File: src/design/dtep_pkg.sv
// Contract
// - eight remote unit configurations per card
// - load reads image back, write sends it
// - connector kind detected, never user settable
// - sync default; async frames 8 to 11 bits
// - async rates below 1.2k up to 38.4k, except 32k
// - sync rates 1.2k through 128k
// - port clock source is always internal
// - carrier detect off, on, or remote rts
// - carrier drop delay 5 to 80 bits
// - carrier drop delay rounds up to step
// - data set ready forced off or on
// - clear to send off, on, or local rts
// - cts delay in bits or milliseconds
// - cts delay rounds up to next value
// - async rate tuning offset or exact
// - ring output switchable, default off
// - remote loop requests always ignored
// - local loop permitted; panel switch forces it
// - console reads allowed, writes never, disable hides
// - network test loops line path, default off
// - network test loop released after fifteen minutes; local loop is not timed
// - loop status none, local, net, both
package dtep_pkg;
  localparam int CLK_HZ = 50_000_000;
  localparam int MS_PER_S = 1000;
  localparam int MS_CYCLES = CLK_HZ / MS_PER_S;
  localparam int LOOP_TIMEOUT_MIN = 15;
  localparam int LOOP_TIMEOUT_MS = LOOP_TIMEOUT_MIN * 60 * MS_PER_S;
  localparam int UNIT_COUNT = 8;
  localparam int UNIT_W = 3;
  localparam int LT_W = 20;
  localparam int MS_W = 16;
  localparam int DIV_W = 17;
  localparam int OFFSET_SHIFT = 6;
  localparam int SYNC_W = 6;
  // register byte offsets
  localparam int ADDR_W = 8;
  localparam logic [7:0] ADDR_UNIT_SEL = 8'h00;
  localparam logic [7:0] ADDR_CONFIG = 8'h04;
  localparam logic [7:0] ADDR_ACTION = 8'h08;
  localparam logic [7:0] ADDR_STATUS = 8'h0C;
  localparam logic [7:0] ADDR_IMAGE = 8'h10;
  localparam logic [7:0] ADDR_TEST = 8'h14;
  localparam int ACT_LOAD_BIT = 0;
  localparam int ACT_WRITE_BIT = 1;
  localparam int ST_KIND_BIT = 0;
  localparam int ST_LOOP_LO = 1;
  localparam int ST_CLK_INT_BIT = 3;
  localparam int ST_TIMER_BIT = 4;
  localparam int ST_CTS_BIT = 5;
  localparam int ST_DCD_BIT = 6;
  localparam int ST_DSR_BIT = 7;
  localparam int ST_RI_BIT = 8;
  localparam logic CLOCK_INTERNAL = 1'b1;
  localparam logic TIMER_ON = 1'b1;
  // framing and signal option codes
  localparam logic [2:0] FRAME_SYNC = 3'h0;
  localparam logic [2:0] FRAME_ASYNC_EIGHT_BIT_FRAME = 3'h1;
  localparam logic [2:0] FRAME_ASYNC_ELEVEN_BIT_FRAME = 3'h4;
  localparam logic [1:0] SIG_OFF = 2'h0;
  localparam logic [1:0] SIG_ON = 2'h1;
  localparam logic [1:0] SIG_FOLLOW = 2'h2;
  // rate codes
  localparam logic [3:0] RATE_SUB_1K2 = 4'h0;
  localparam logic [3:0] RATE_1K2 = 4'h1;
  localparam logic [3:0] RATE_32K = 4'h8;
  localparam logic [3:0] RATE_38K4 = 4'h9;
  localparam logic [3:0] RATE_64K = 4'hC;
  localparam logic [3:0] RATE_128K = 4'hE;
  localparam int RATE_COUNT = 15;
  localparam int RATE_DIV [RATE_COUNT] = '{CLK_HZ / 600, CLK_HZ / 1200, CLK_HZ / 2400,
    CLK_HZ / 4800, CLK_HZ / 9600, CLK_HZ / 14400, CLK_HZ / 19200, CLK_HZ / 28800,
    CLK_HZ / 32000, CLK_HZ / 38400, CLK_HZ / 48000, CLK_HZ / 56000, CLK_HZ / 64000,
    CLK_HZ / 72000, CLK_HZ / 128000};
  // delay steps
  localparam int DCD_STEP = 5;
  localparam int DCD_STEPS = 16;
  localparam int CTS_BIT_STEP = 10;
  localparam int CTS_BIT_STEPS = 6;
  localparam int CTS_MS_STEPS = 7;
  localparam logic [7:0] CTS_MS_STEP [CTS_MS_STEPS] = '{8'h0A, 8'h14, 8'h1E, 8'h28, 8'h32,
    8'h64, 8'hFA};

  typedef struct packed {
    logic [2:0] framing_select;
    logic [3:0] rate;
    logic [1:0] dcd_mode;
    logic [6:0] carrier_drop_delay;
    logic dsr_on;
    logic [1:0] cts_mode;
    logic cts_in_ms;
    logic [7:0] cts_delay;
    logic async_rate_exact;
    logic ring_output_enable;
    logic local_loop_permit;
    logic console_enable;
  } dtep_cfg_t;

  localparam dtep_cfg_t CFG_RESET = '{framing_select: FRAME_SYNC, rate: RATE_64K,
    dcd_mode: SIG_ON, carrier_drop_delay: 7'h00, dsr_on: 1'b1, cts_mode: SIG_ON,
    cts_in_ms: 1'b0, cts_delay: 8'h00, async_rate_exact: 1'b0, ring_output_enable: 1'b0,
    local_loop_permit: 1'b1, console_enable: 1'b1};

  typedef struct packed {
    logic net;
    logic loc;
  } dtep_loop_t;

  typedef struct packed {
    logic valid;
    logic write;
    logic hit;
    logic [7:0] addr;
  } dtep_ahb_ap_t;
endpackage

File: src/design/dtep_tick_delay.sv
`timescale 1ns/1ps
module dtep_tick_delay #(
  parameter int W = 8
) (
  input wire logic ref_clk,
  input wire logic rst,
  input wire logic start,
  input wire logic stop,
  input wire logic tick,
  input wire logic [W-1:0] load_val,
  output logic busy,
  output logic done
);
  logic [W-1:0] cnt_q;
  logic [W-1:0] cnt_d;
  logic run_q;
  logic run_d;

  // stop beats start; count down on ticks
  always_comb
  begin
    cnt_d = cnt_q;
    run_d = run_q;
    if (stop)
      run_d = 1'b0;
    else if (start)
    begin
      run_d = 1'b1;
      cnt_d = load_val;
    end
    else if (run_q && tick && cnt_q != '0)
      cnt_d = cnt_q - 1'b1;
  end

  always_ff @(posedge ref_clk or posedge rst)
  begin
    if (rst)
    begin
      cnt_q <= '0;
      run_q <= 1'b0;
    end
    else
    begin
      cnt_q <= cnt_d;
      run_q <= run_d;
    end
  end

  assign busy = run_q && cnt_q != '0;
  assign done = run_q && cnt_q == '0;
endmodule

File: src/design/dtep_port_ctrl.sv
// Our own choices: register access over AHB-Lite and the register addresses.
`timescale 1ns/1ps
module dtep_port_ctrl
  import dtep_pkg::*;
#(
  parameter int MS_CYCLES_P = MS_CYCLES,
  parameter int LOOP_TIMEOUT_MS_P = LOOP_TIMEOUT_MS
) (
  input wire logic ref_clk,
  input wire logic rst,
  input wire logic hsel,
  input wire logic [31:0] haddr,
  input wire logic [1:0] htrans,
  input wire logic hwrite,
  input wire logic [2:0] hsize,
  input wire logic [31:0] hwdata,
  input wire logic hready,
  output logic hreadyout,
  output logic hresp,
  output logic [31:0] hrdata,
  input wire logic rts_local_pin,
  input wire logic rts_remote_pin,
  input wire logic ring_pin,
  input wire logic term_loop_req_pin,
  input wire logic panel_loop_sw_pin,
  input wire logic terminal_connector_kind_pin,
  output logic carrier_detect,
  output logic data_set_ready,
  output logic clear_to_send,
  output logic ring_indicate,
  output logic local_loop_on,
  output logic net_loop_on,
  output logic bit_strobe,
  output logic console_view_en,
  output logic console_write_en,
  output logic [31:0] console_data
);
  dtep_ahb_ap_t ap_q;
  dtep_ahb_ap_t ap_d;
  logic [31:0] rd_q;
  logic [31:0] rd_d;
  logic [UNIT_W-1:0] sel_q;
  logic [UNIT_W-1:0] sel_d;
  dtep_cfg_t saved_q [UNIT_COUNT];
  dtep_cfg_t saved_d [UNIT_COUNT];
  dtep_cfg_t image_q [UNIT_COUNT];
  dtep_cfg_t image_d [UNIT_COUNT];
  logic net_test_q;
  logic net_test_d;
  logic [SYNC_W-1:0] sync1_q;
  logic [SYNC_W-1:0] sync2_q;
  logic [DIV_W-1:0] div_q;
  logic [DIV_W-1:0] div_d;
  logic [MS_W-1:0] ms_q;
  logic [MS_W-1:0] ms_d;
  logic [LT_W-1:0] lt_q;
  logic [LT_W-1:0] lt_d;
  logic bit_tick_q;
  logic bit_tick_d;
  logic ms_tick_q;
  logic ms_tick_d;
  logic rts_l_prev_q;
  logic rts_r_prev_q;
  logic dcd_q;
  logic dcd_d;
  logic dsr_q;
  logic dsr_d;
  logic cts_q;
  logic cts_d;
  logic ri_q;
  logic ri_d;
  dtep_loop_t loop_q;
  dtep_loop_t loop_d;
  logic view_q;
  logic [31:0] cdata_q;
  logic [31:0] cdata_d;
  dtep_cfg_t act;
  logic wr_en;
  logic rts_l;
  logic rts_r;
  logic ring_s;
  logic loop_req_s;
  logic panel_s;
  logic kind_s;
  logic timeout_hit;
  logic test_wr;
  logic [DIV_W-1:0] divisor;
  logic cts_done;
  logic dcd_busy;
  logic [31:0] status;

  // legalise a written config word against the allowed option values
  function automatic dtep_cfg_t dtep_round_cfg(input dtep_cfg_t n, input dtep_cfg_t o);
    dtep_cfg_t r;
    logic ok;
    r = n;
    if (n.framing_select > FRAME_ASYNC_ELEVEN_BIT_FRAME)
      r.framing_select = o.framing_select;
    if (r.framing_select == FRAME_SYNC)
      ok = n.rate != RATE_SUB_1K2 && n.rate <= RATE_128K;
    else
      ok = n.rate <= RATE_38K4 && n.rate != RATE_32K;
    if (!ok)
      r.rate = RATE_1K2;
    if (n.dcd_mode > SIG_FOLLOW)
      r.dcd_mode = o.dcd_mode;
    if (n.cts_mode > SIG_FOLLOW)
      r.cts_mode = o.cts_mode;
    // delay only exists in follow mode
    if (r.dcd_mode != SIG_FOLLOW)
      r.carrier_drop_delay = 7'h00;
    else
    begin
      r.carrier_drop_delay = 7'(DCD_STEPS * DCD_STEP);
      for (int i = DCD_STEPS; i >= 1; i--)
        if (n.carrier_drop_delay <= 7'(i * DCD_STEP))
          r.carrier_drop_delay = 7'(i * DCD_STEP);
    end
    if (r.cts_mode != SIG_FOLLOW)
    begin
      r.cts_delay = 8'h00;
      r.cts_in_ms = 1'b0;
    end
    else if (n.cts_in_ms)
    begin
      r.cts_delay = CTS_MS_STEP[CTS_MS_STEPS-1];
      for (int i = CTS_MS_STEPS - 1; i >= 0; i--)
        if (n.cts_delay <= CTS_MS_STEP[i])
          r.cts_delay = CTS_MS_STEP[i];
    end
    else
    begin
      r.cts_delay = 8'(CTS_BIT_STEPS * CTS_BIT_STEP);
      for (int i = CTS_BIT_STEPS; i >= 0; i--)
        if (n.cts_delay <= 8'(i * CTS_BIT_STEP))
          r.cts_delay = 8'(i * CTS_BIT_STEP);
    end
    return r;
  endfunction

  // pin synchronisers
  always_ff @(posedge ref_clk or posedge rst)
  begin
    if (rst)
    begin
      sync1_q <= '0;
      sync2_q <= '0;
    end
    else
    begin
      sync1_q <= {terminal_connector_kind_pin, panel_loop_sw_pin, term_loop_req_pin,
        ring_pin, rts_remote_pin, rts_local_pin};
      sync2_q <= sync1_q;
    end
  end

  assign rts_l = sync2_q[0];
  assign rts_r = sync2_q[1];
  assign ring_s = sync2_q[2];
  assign loop_req_s = sync2_q[3];
  assign panel_s = sync2_q[4];
  assign kind_s = sync2_q[5];
  // the port runs from the downloaded image of the selected unit
  assign act = image_q[sel_q];
  assign wr_en = ap_q.valid && ap_q.write && ap_q.hit;
  assign test_wr = wr_en && ap_q.addr == ADDR_TEST;

  // register file next state
  always_comb
  begin
    sel_d = sel_q;
    saved_d = saved_q;
    image_d = image_q;
    net_test_d = net_test_q;
    if (wr_en)
    begin
      case (ap_q.addr)
        ADDR_UNIT_SEL: sel_d = hwdata[UNIT_W-1:0];
        ADDR_CONFIG: saved_d[sel_q] = dtep_round_cfg(hwdata, saved_q[sel_q]);
        ADDR_ACTION:
        begin
          if (hwdata[ACT_LOAD_BIT])
            saved_d[sel_q] = image_q[sel_q];
          if (hwdata[ACT_WRITE_BIT])
            image_d[sel_q] = saved_q[sel_q];
        end
        ADDR_TEST: net_test_d = hwdata[0];
        default: ;
      endcase
    end
    // timer ends the loop unless software writes the test bit now
    if (timeout_hit && !test_wr)
      net_test_d = 1'b0;
  end

  // status word; no remote loop state exists since such requests are dropped
  always_comb
  begin
    status = '0;
    status[ST_KIND_BIT] = kind_s;
    status[ST_LOOP_LO+1:ST_LOOP_LO] = loop_q;
    status[ST_CLK_INT_BIT] = CLOCK_INTERNAL;
    status[ST_TIMER_BIT] = TIMER_ON;
    status[ST_CTS_BIT] = cts_q;
    status[ST_DCD_BIT] = dcd_q;
    status[ST_DSR_BIT] = dsr_q;
    status[ST_RI_BIT] = ri_q;
  end

  // address phase capture and read data from next-state values
  always_comb
  begin
    ap_d.valid = hsel && hready && htrans[1];
    ap_d.write = hwrite;
    ap_d.hit = haddr[31:ADDR_W] == '0 && hsize == 3'h2;
    ap_d.addr = haddr[ADDR_W-1:0];
    rd_d = '0;
    if (ap_d.valid && !ap_d.write && ap_d.hit)
    begin
      case (ap_d.addr)
        ADDR_UNIT_SEL: rd_d = 32'(sel_d);
        ADDR_CONFIG: rd_d = saved_d[sel_d];
        ADDR_STATUS: rd_d = status;
        ADDR_IMAGE: rd_d = image_d[sel_d];
        ADDR_TEST: rd_d = 32'(net_test_d);
        default: rd_d = '0;
      endcase
    end
  end

  always_ff @(posedge ref_clk or posedge rst)
  begin
    if (rst)
    begin
      ap_q <= '0;
      rd_q <= '0;
      sel_q <= '0;
      net_test_q <= 1'b0;
      for (int i = 0; i < UNIT_COUNT; i++)
      begin
        saved_q[i] <= CFG_RESET;
        image_q[i] <= CFG_RESET;
      end
    end
    else
    begin
      ap_q <= ap_d;
      rd_q <= rd_d;
      sel_q <= sel_d;
      net_test_q <= net_test_d;
      saved_q <= saved_d;
      image_q <= image_d;
    end
  end

  // bit period from the internal reference; async offset runs slightly slow
  always_comb
  begin
    divisor = DIV_W'(RATE_DIV[act.rate]);
    if (act.framing_select != FRAME_SYNC && !act.async_rate_exact)
      divisor = divisor + (divisor >> OFFSET_SHIFT);
    bit_tick_d = div_q == '0;
    div_d = bit_tick_d ? divisor - 1'b1 : div_q - 1'b1;
    ms_tick_d = ms_q == '0;
    ms_d = ms_tick_d ? MS_W'(MS_CYCLES_P - 1) : ms_q - 1'b1;
    timeout_hit = net_test_q && ms_tick_q && lt_q == LT_W'(LOOP_TIMEOUT_MS_P - 1);
    if (!net_test_q || timeout_hit)
      lt_d = '0;
    else if (ms_tick_q)
      lt_d = lt_q + 1'b1;
    else
      lt_d = lt_q;
  end

  always_ff @(posedge ref_clk or posedge rst)
  begin
    if (rst)
    begin
      div_q <= '0;
      ms_q <= '0;
      lt_q <= '0;
      bit_tick_q <= 1'b0;
      ms_tick_q <= 1'b0;
    end
    else
    begin
      div_q <= div_d;
      ms_q <= ms_d;
      lt_q <= lt_d;
      bit_tick_q <= bit_tick_d;
      ms_tick_q <= ms_tick_d;
    end
  end

  // cts turn-on delay after local rts rises
  dtep_tick_delay #(
    .W(8)
  ) u_cts_delay (
    .ref_clk(ref_clk),
    .rst(rst),
    .start(rts_l && !rts_l_prev_q),
    .stop(!rts_l),
    .tick(act.cts_in_ms ? ms_tick_q : bit_tick_q),
    .load_val(act.cts_delay),
    .busy(),
    .done(cts_done)
  );

  // carrier hold after remote rts falls
  dtep_tick_delay #(
    .W(7)
  ) u_dcd_delay (
    .ref_clk(ref_clk),
    .rst(rst),
    .start(!rts_r && rts_r_prev_q),
    .stop(rts_r),
    .tick(bit_tick_q),
    .load_val(act.carrier_drop_delay),
    .busy(dcd_busy),
    .done()
  );

  // terminal-side outputs
  always_comb
  begin
    unique case (act.dcd_mode)
      SIG_OFF: dcd_d = 1'b0;
      SIG_FOLLOW: dcd_d = rts_r || rts_r_prev_q || dcd_busy;
      default: dcd_d = 1'b1;
    endcase
    unique case (act.cts_mode)
      SIG_OFF: cts_d = 1'b0;
      SIG_FOLLOW: cts_d = rts_l && rts_l_prev_q && cts_done;
      default: cts_d = 1'b1;
    endcase
    dsr_d = act.dsr_on;
    ri_d = ring_s && act.ring_output_enable;
    loop_d.loc = (loop_req_s && act.local_loop_permit) || panel_s;
    loop_d.net = net_test_q;
    cdata_d = act.console_enable ? act : '0;
  end

  always_ff @(posedge ref_clk or posedge rst)
  begin
    if (rst)
    begin
      rts_l_prev_q <= 1'b0;
      rts_r_prev_q <= 1'b0;
      dcd_q <= 1'b0;
      cts_q <= 1'b0;
      dsr_q <= 1'b0;
      ri_q <= 1'b0;
      loop_q <= '0;
      view_q <= 1'b0;
      cdata_q <= '0;
    end
    else
    begin
      rts_l_prev_q <= rts_l;
      rts_r_prev_q <= rts_r;
      dcd_q <= dcd_d;
      cts_q <= cts_d;
      dsr_q <= dsr_d;
      ri_q <= ri_d;
      loop_q <= loop_d;
      view_q <= act.console_enable;
      cdata_q <= cdata_d;
    end
  end

  // outputs
  assign hreadyout = 1'b1;
  assign hresp = 1'b0;
  assign hrdata = rd_q;
  assign carrier_detect = dcd_q;
  assign data_set_ready = dsr_q;
  assign clear_to_send = cts_q;
  assign ring_indicate = ri_q;
  assign local_loop_on = loop_q.loc;
  assign net_loop_on = loop_q.net;
  assign bit_strobe = bit_tick_q;
  assign console_view_en = view_q;
  assign console_write_en = 1'b0;
  assign console_data = cdata_q;
endmodule

File: config.mk
export PLATFORM = sky130hd
export DESIGN_NAME = dtep_port_ctrl
export DESIGN_NICKNAME = d
export VERILOG_FILES = /design/src/design/dtep_pkg.sv /design/src/design/dtep_tick_delay.sv /design/src/design/dtep_port_ctrl.sv
export SDC_FILE = /design/constraint.sdc
export NUM_CORES = 2
export LEC_CHECK = 0
export BUFFER_PORTS_ARGS = -buffer_cell sky130_fd_sc_hd__buf_2
export CELL_PAD_IN_SITES_DETAIL_PLACEMENT = 1
export CELL_PAD_IN_SITES_GLOBAL_PLACEMENT = 1
export CORE_MARGIN = 2
export CORE_UTILIZATION = 40
export CTS_BUF_LIST = sky130_fd_sc_hd__clkbuf_2
export CTS_CLUSTER_SIZE = 10
export DETAILED_ROUTE_END_ITERATION = 10
export GPL_ROUTABILITY_DRIVEN = 0
export GPL_TIMING_DRIVEN = 0
export PLACE_DENSITY_LB_ADDON = 0.1
export REMOVE_ABC_BUFFERS = 1
export SKIP_LAST_GASP = 1
export SYNTH_ARGS = -nofsm -noshare
export SYNTH_HDL_FRONTEND = slang
export SYNTH_SLANG_ARGS = --single-unit
File: constraint.sdc
create_clock -name ref_clk -period 27.5 [get_ports ref_clk]
set_input_delay 4.125 -clock ref_clk [delete_from_list [all_inputs] [get_ports ref_clk]]
set_output_delay 4.125 -clock ref_clk [all_outputs]
set_load 0.03 [all_outputs]
==> impl_metrics.ini <==
[critical_path]
r2r-end = div_q[15]$_DFF_PP0_
path_class = reg2reg
critical_path.max_stage_delay_ps = 880
crit_top_cell = ha_1
critPathCaptureType = flip-flop
start_kind = flip-flop
crit_chain = buf_16, nor2b_1, a32o_1, or3_1, inv_1, ha_1, a21oi_1, o22ai_1, ha_1, fa_1, a211oi_1, nor2_1, o21ai_0, o41ai_1, a2111oi_1, a2111oi_0, nor4_1, nand4_1, nor4_2, xnor2_1
worst_ep_arrival_time_ps = 8690
crit_path_top_delay_cell = nor2b_1
reg2reg_setup_slack_ps = 20220
critPathBufInv = 2
crit_start = sel_q[1]$_DFF_PP0_
worstPathMaxFanout = 39
crit_family = simple AND/OR/NAND/NOR gates
timing.rr.start = sel_q[1]$_DFF_PP0_
worst_ep_required_time_ps = 28900
r2r_cells = 20

[power_and_ir_drop]
irDropWorstVdd_mv = 0.03977
switching_power_mw = 0.6481
p_int_mw = 1.442
clkPwrFrac_pct = 39.3
powerDensity_nw_per_um2 = 49.50
p_comb_share_pct = 10.7
seqPwrFrac_pct = 50.0
power.static_leakage_nw = 17.44
p_sw_share_pct = 31.00

[cts]
cts.sinks = 683
clock_path_buffers = 3
clk_pin_slew_ps = 110
cts_setup_buffers = 0
cts_root_buf = clkbuf_2
clk_latency_ps = 1620
cts_tree = yes
cts_made_buffers = 193
holdBufCountCts = 0
cts_resized = 0
htreeDepth = 4

[hold_path]
holdPathStages = 0
min_path_type = reg2reg
hold_start = sync1_q[5]$_DFF_PP0_
whs_endpoint = sync2_q[5]$_DFF_PP0_

[drt]
wl_per_cell_um = 30.04
wirelength_mm = 166.3
avgViaCountPerCell = 6.414
dr.pass1.iters = 5
ant_nets = 0
drcViolationCount = 0
vias = 35504
drt-initial-drc-count = 3331

[place]
dpl_cell_area_um2 = 40310
dp_hpwl_mm = 108.3
io_buffers = 150

[grt]
grt_max_degree = 125
gr-total-overflow = 0
grt_pass1_wl_mm = 244.6
grt_usage_pct = 34.51
grt_pass1_vias = 36324
grt_antenna_before_repair = 6

[timing]
period_needed_ps = 7284
setup_viol_count_final = 0
hold_violations = 0
max_freq_mhz = 137.3
maxSlewViolCount = 11
setup-tns-final_ps = 0
tightest_slew_ps = 1558
rsz0062_at_grt = false
finClkSkew_ps = 147.1
fin_crit_sh_pct = 26.49
maxSlewHeadroom_pct = -4.277

[synthesis]
ys_warn_count = 0
synthesis.area_um2 = 37540
syn_area_per_cell_um2 = 9.290
synth_flop_cell = dfrtp_1
ys_seq_elements = 683
synth_cell_types = 104
synth.yosys.seq_area_share_pct = 45.90
syn_inst = 4041
synth-edff-count = 0
synthArstFlopShare_pct = 100.0

[finish]
drive_gt1_share_pct = 19.37
final_common_cell = nand2_1
final_cell_mix = 676 x nand2_1, 568 x dfrtp_1, 469 x o21ai_0, 299 x clkbuf_2, 282 x a22oi_1
fin_area_um2 = 42230
final_nets = 4224
syn2layout_area_growth_pct = 12.48
nFillCells = 10764

[die]
start_util_pct = 40.29
pin_count = 155
die_height_um = 310.4
dieArea_um2 = 96320
placementRows = 112
coreArea_um2 = 93190
die_w_um = 310.4

[run]
cap_violations = 2

[outcome]
violations = max-capacitance violations, max-slew violations
outcome = finished with violations
[cell families after synthesis]
logic type	after synthesis	synth area share [%]
AO/OA/AOI/OAI	1372	24.20
AND/OR/NAND/NOR	1310	16.16
flip-flops	683	45.90
buffers and inverters	401	4.736
multiplexers	190	6.809
XOR/XNOR	61	1.423
adder cells (fa/ha/maj)	22	0.7532
other	2	0.02000
[layout make-up]
| class | instances | area, µm² | area share (%) |
|---|---|---|---|
| Multi-Input combinational cell | 2958 | 18790 | 44.49 |
| Sequential cell | 683 | 17240 | 40.83 |
| Timing Repair Buffer | 235 | 2540 | 6.015 |
| Tap cell | 1254 | 1569 | 3.716 |
| Clock buffer | 299 | 1496 | 3.544 |
| Clock inverter | 44 | 351.6 | 0.8326 |
| Inverter | 51 | 214.0 | 0.5067 |
| Antenna cell | 11 | 27.53 | 0.06519 |
[synth_stat cells (48+ instances only)]
library cell  count  share of area [%]
o21ai_0         469                6.3
o22ai_1          84                1.4
and3_1           54               0.90
a21oi_1         125                1.7
nand2_1         676                6.8
a22oi_1         282                5.6
nor2_1          227                2.3
mux2i_1         110                2.9
clkbuf_1        176                1.8
dfstp_2         112                7.8
nor3_1           48               0.64
a22o_1           62                1.4
nand3_1          68               0.91
dfrtp_1         571                 38
buf_2           107                1.4
[flip-flops by register name, indices dropped and copies added (netlist names), 3 cells and up]
name and cells:
sel_q 3, u_cts_delay.cnt_q 8, image_q 256, sync1_q 6
lt_q 20, hrdata 32, u_dcd_delay.cnt_q 7, ap_q 11
ms_q 16, console_data 32, div_q 17, saved_q 256
sync2_q 6
[worst max-delay path by stage]
stage                            to  cells after the start  slack, ps
6_report        div_q[15]$_DFF_PP0_                     20      20220
4_1_cts         div_q[13]$_DFF_PP0_                     20      20220
5_1_grt         div_q[13]$_DFF_PP0_                     20      19560
3_3_place_gp      ms_q[0]$_DFF_PP0_                      2      -5130
3_5_place_dp   hrdata[28]$_DFF_PP0_                     10      19030
2_1_floorplan     ap_q[0]$_DFF_PP0_                      1       4410
[per-layer routing]
| layer | share of wire (%) | vias to the layer above | track usage [%] |
|---|---|---|---|
| met5 | 0 | - | 0 |
| met4 | 4.6 | 0 | 15.56 |
| met3 | 8.7 | 419 | 7.805 |
| met2 | 44 | 1746 | 52.59 |
| met1 | 42 | 18110 | 46.83 |
| li1 | - | 15229 | - |
[power by group through the flow]
| stage | Clock [mW] | Sequential, mW | Combinational [mW] |
|---|---|---|---|
| 5_1_grt | 0.891 | 1.05 | 0.240 |
| 2_1_floorplan | 0 | 1.06 | 0.124 |
| 6_report | 0.821 | 1.05 | 0.224 |
| 3_5_place_dp | 0 | 1.06 | 0.220 |
| 3_3_place_gp | 0 | 1.07 | 0.200 |
| 4_1_cts | 0.842 | 1.05 | 0.221 |
[worst register-to-register path, cell delays in order (launching register included)]
cell,delay (ps)
dfrtp_4,700
buf_16,310
nor2b_1,890
a32o_1,340
or3_1,600
inv_1,180
ha_1,430
a21oi_1,160
o22ai_1,180
ha_1,290
fa_1,490
a211oi_1,300
nor2_1,140
o21ai_0,370
o41ai_1,190
a2111oi_1,520
a2111oi_0,230
nor4_1,290
nand4_1,230
nor4_2,220
xnor2_1,150
[through the flow]
step | util, % | setup slack [ps] | std cells | hold slack [ps] | power, mW
global placement | 41.08 | -5125 | 5096 | 331.8 | 1.268
CTS | 45.24 | 20220 | 5522 | 365.2 | 2.108
detailed placement | 43.26 | 19030 | 5179 | 344.9 | 1.284
global route | 45.30 | 19560 | 5530 | 370.4 | 2.180
finish | 45.31 | 20220 | 5535 | 348.7 | 2.090
floorplan | - | 4412 | 3692 | 331.2 | 1.185
(Power assumes the default switching activity.)
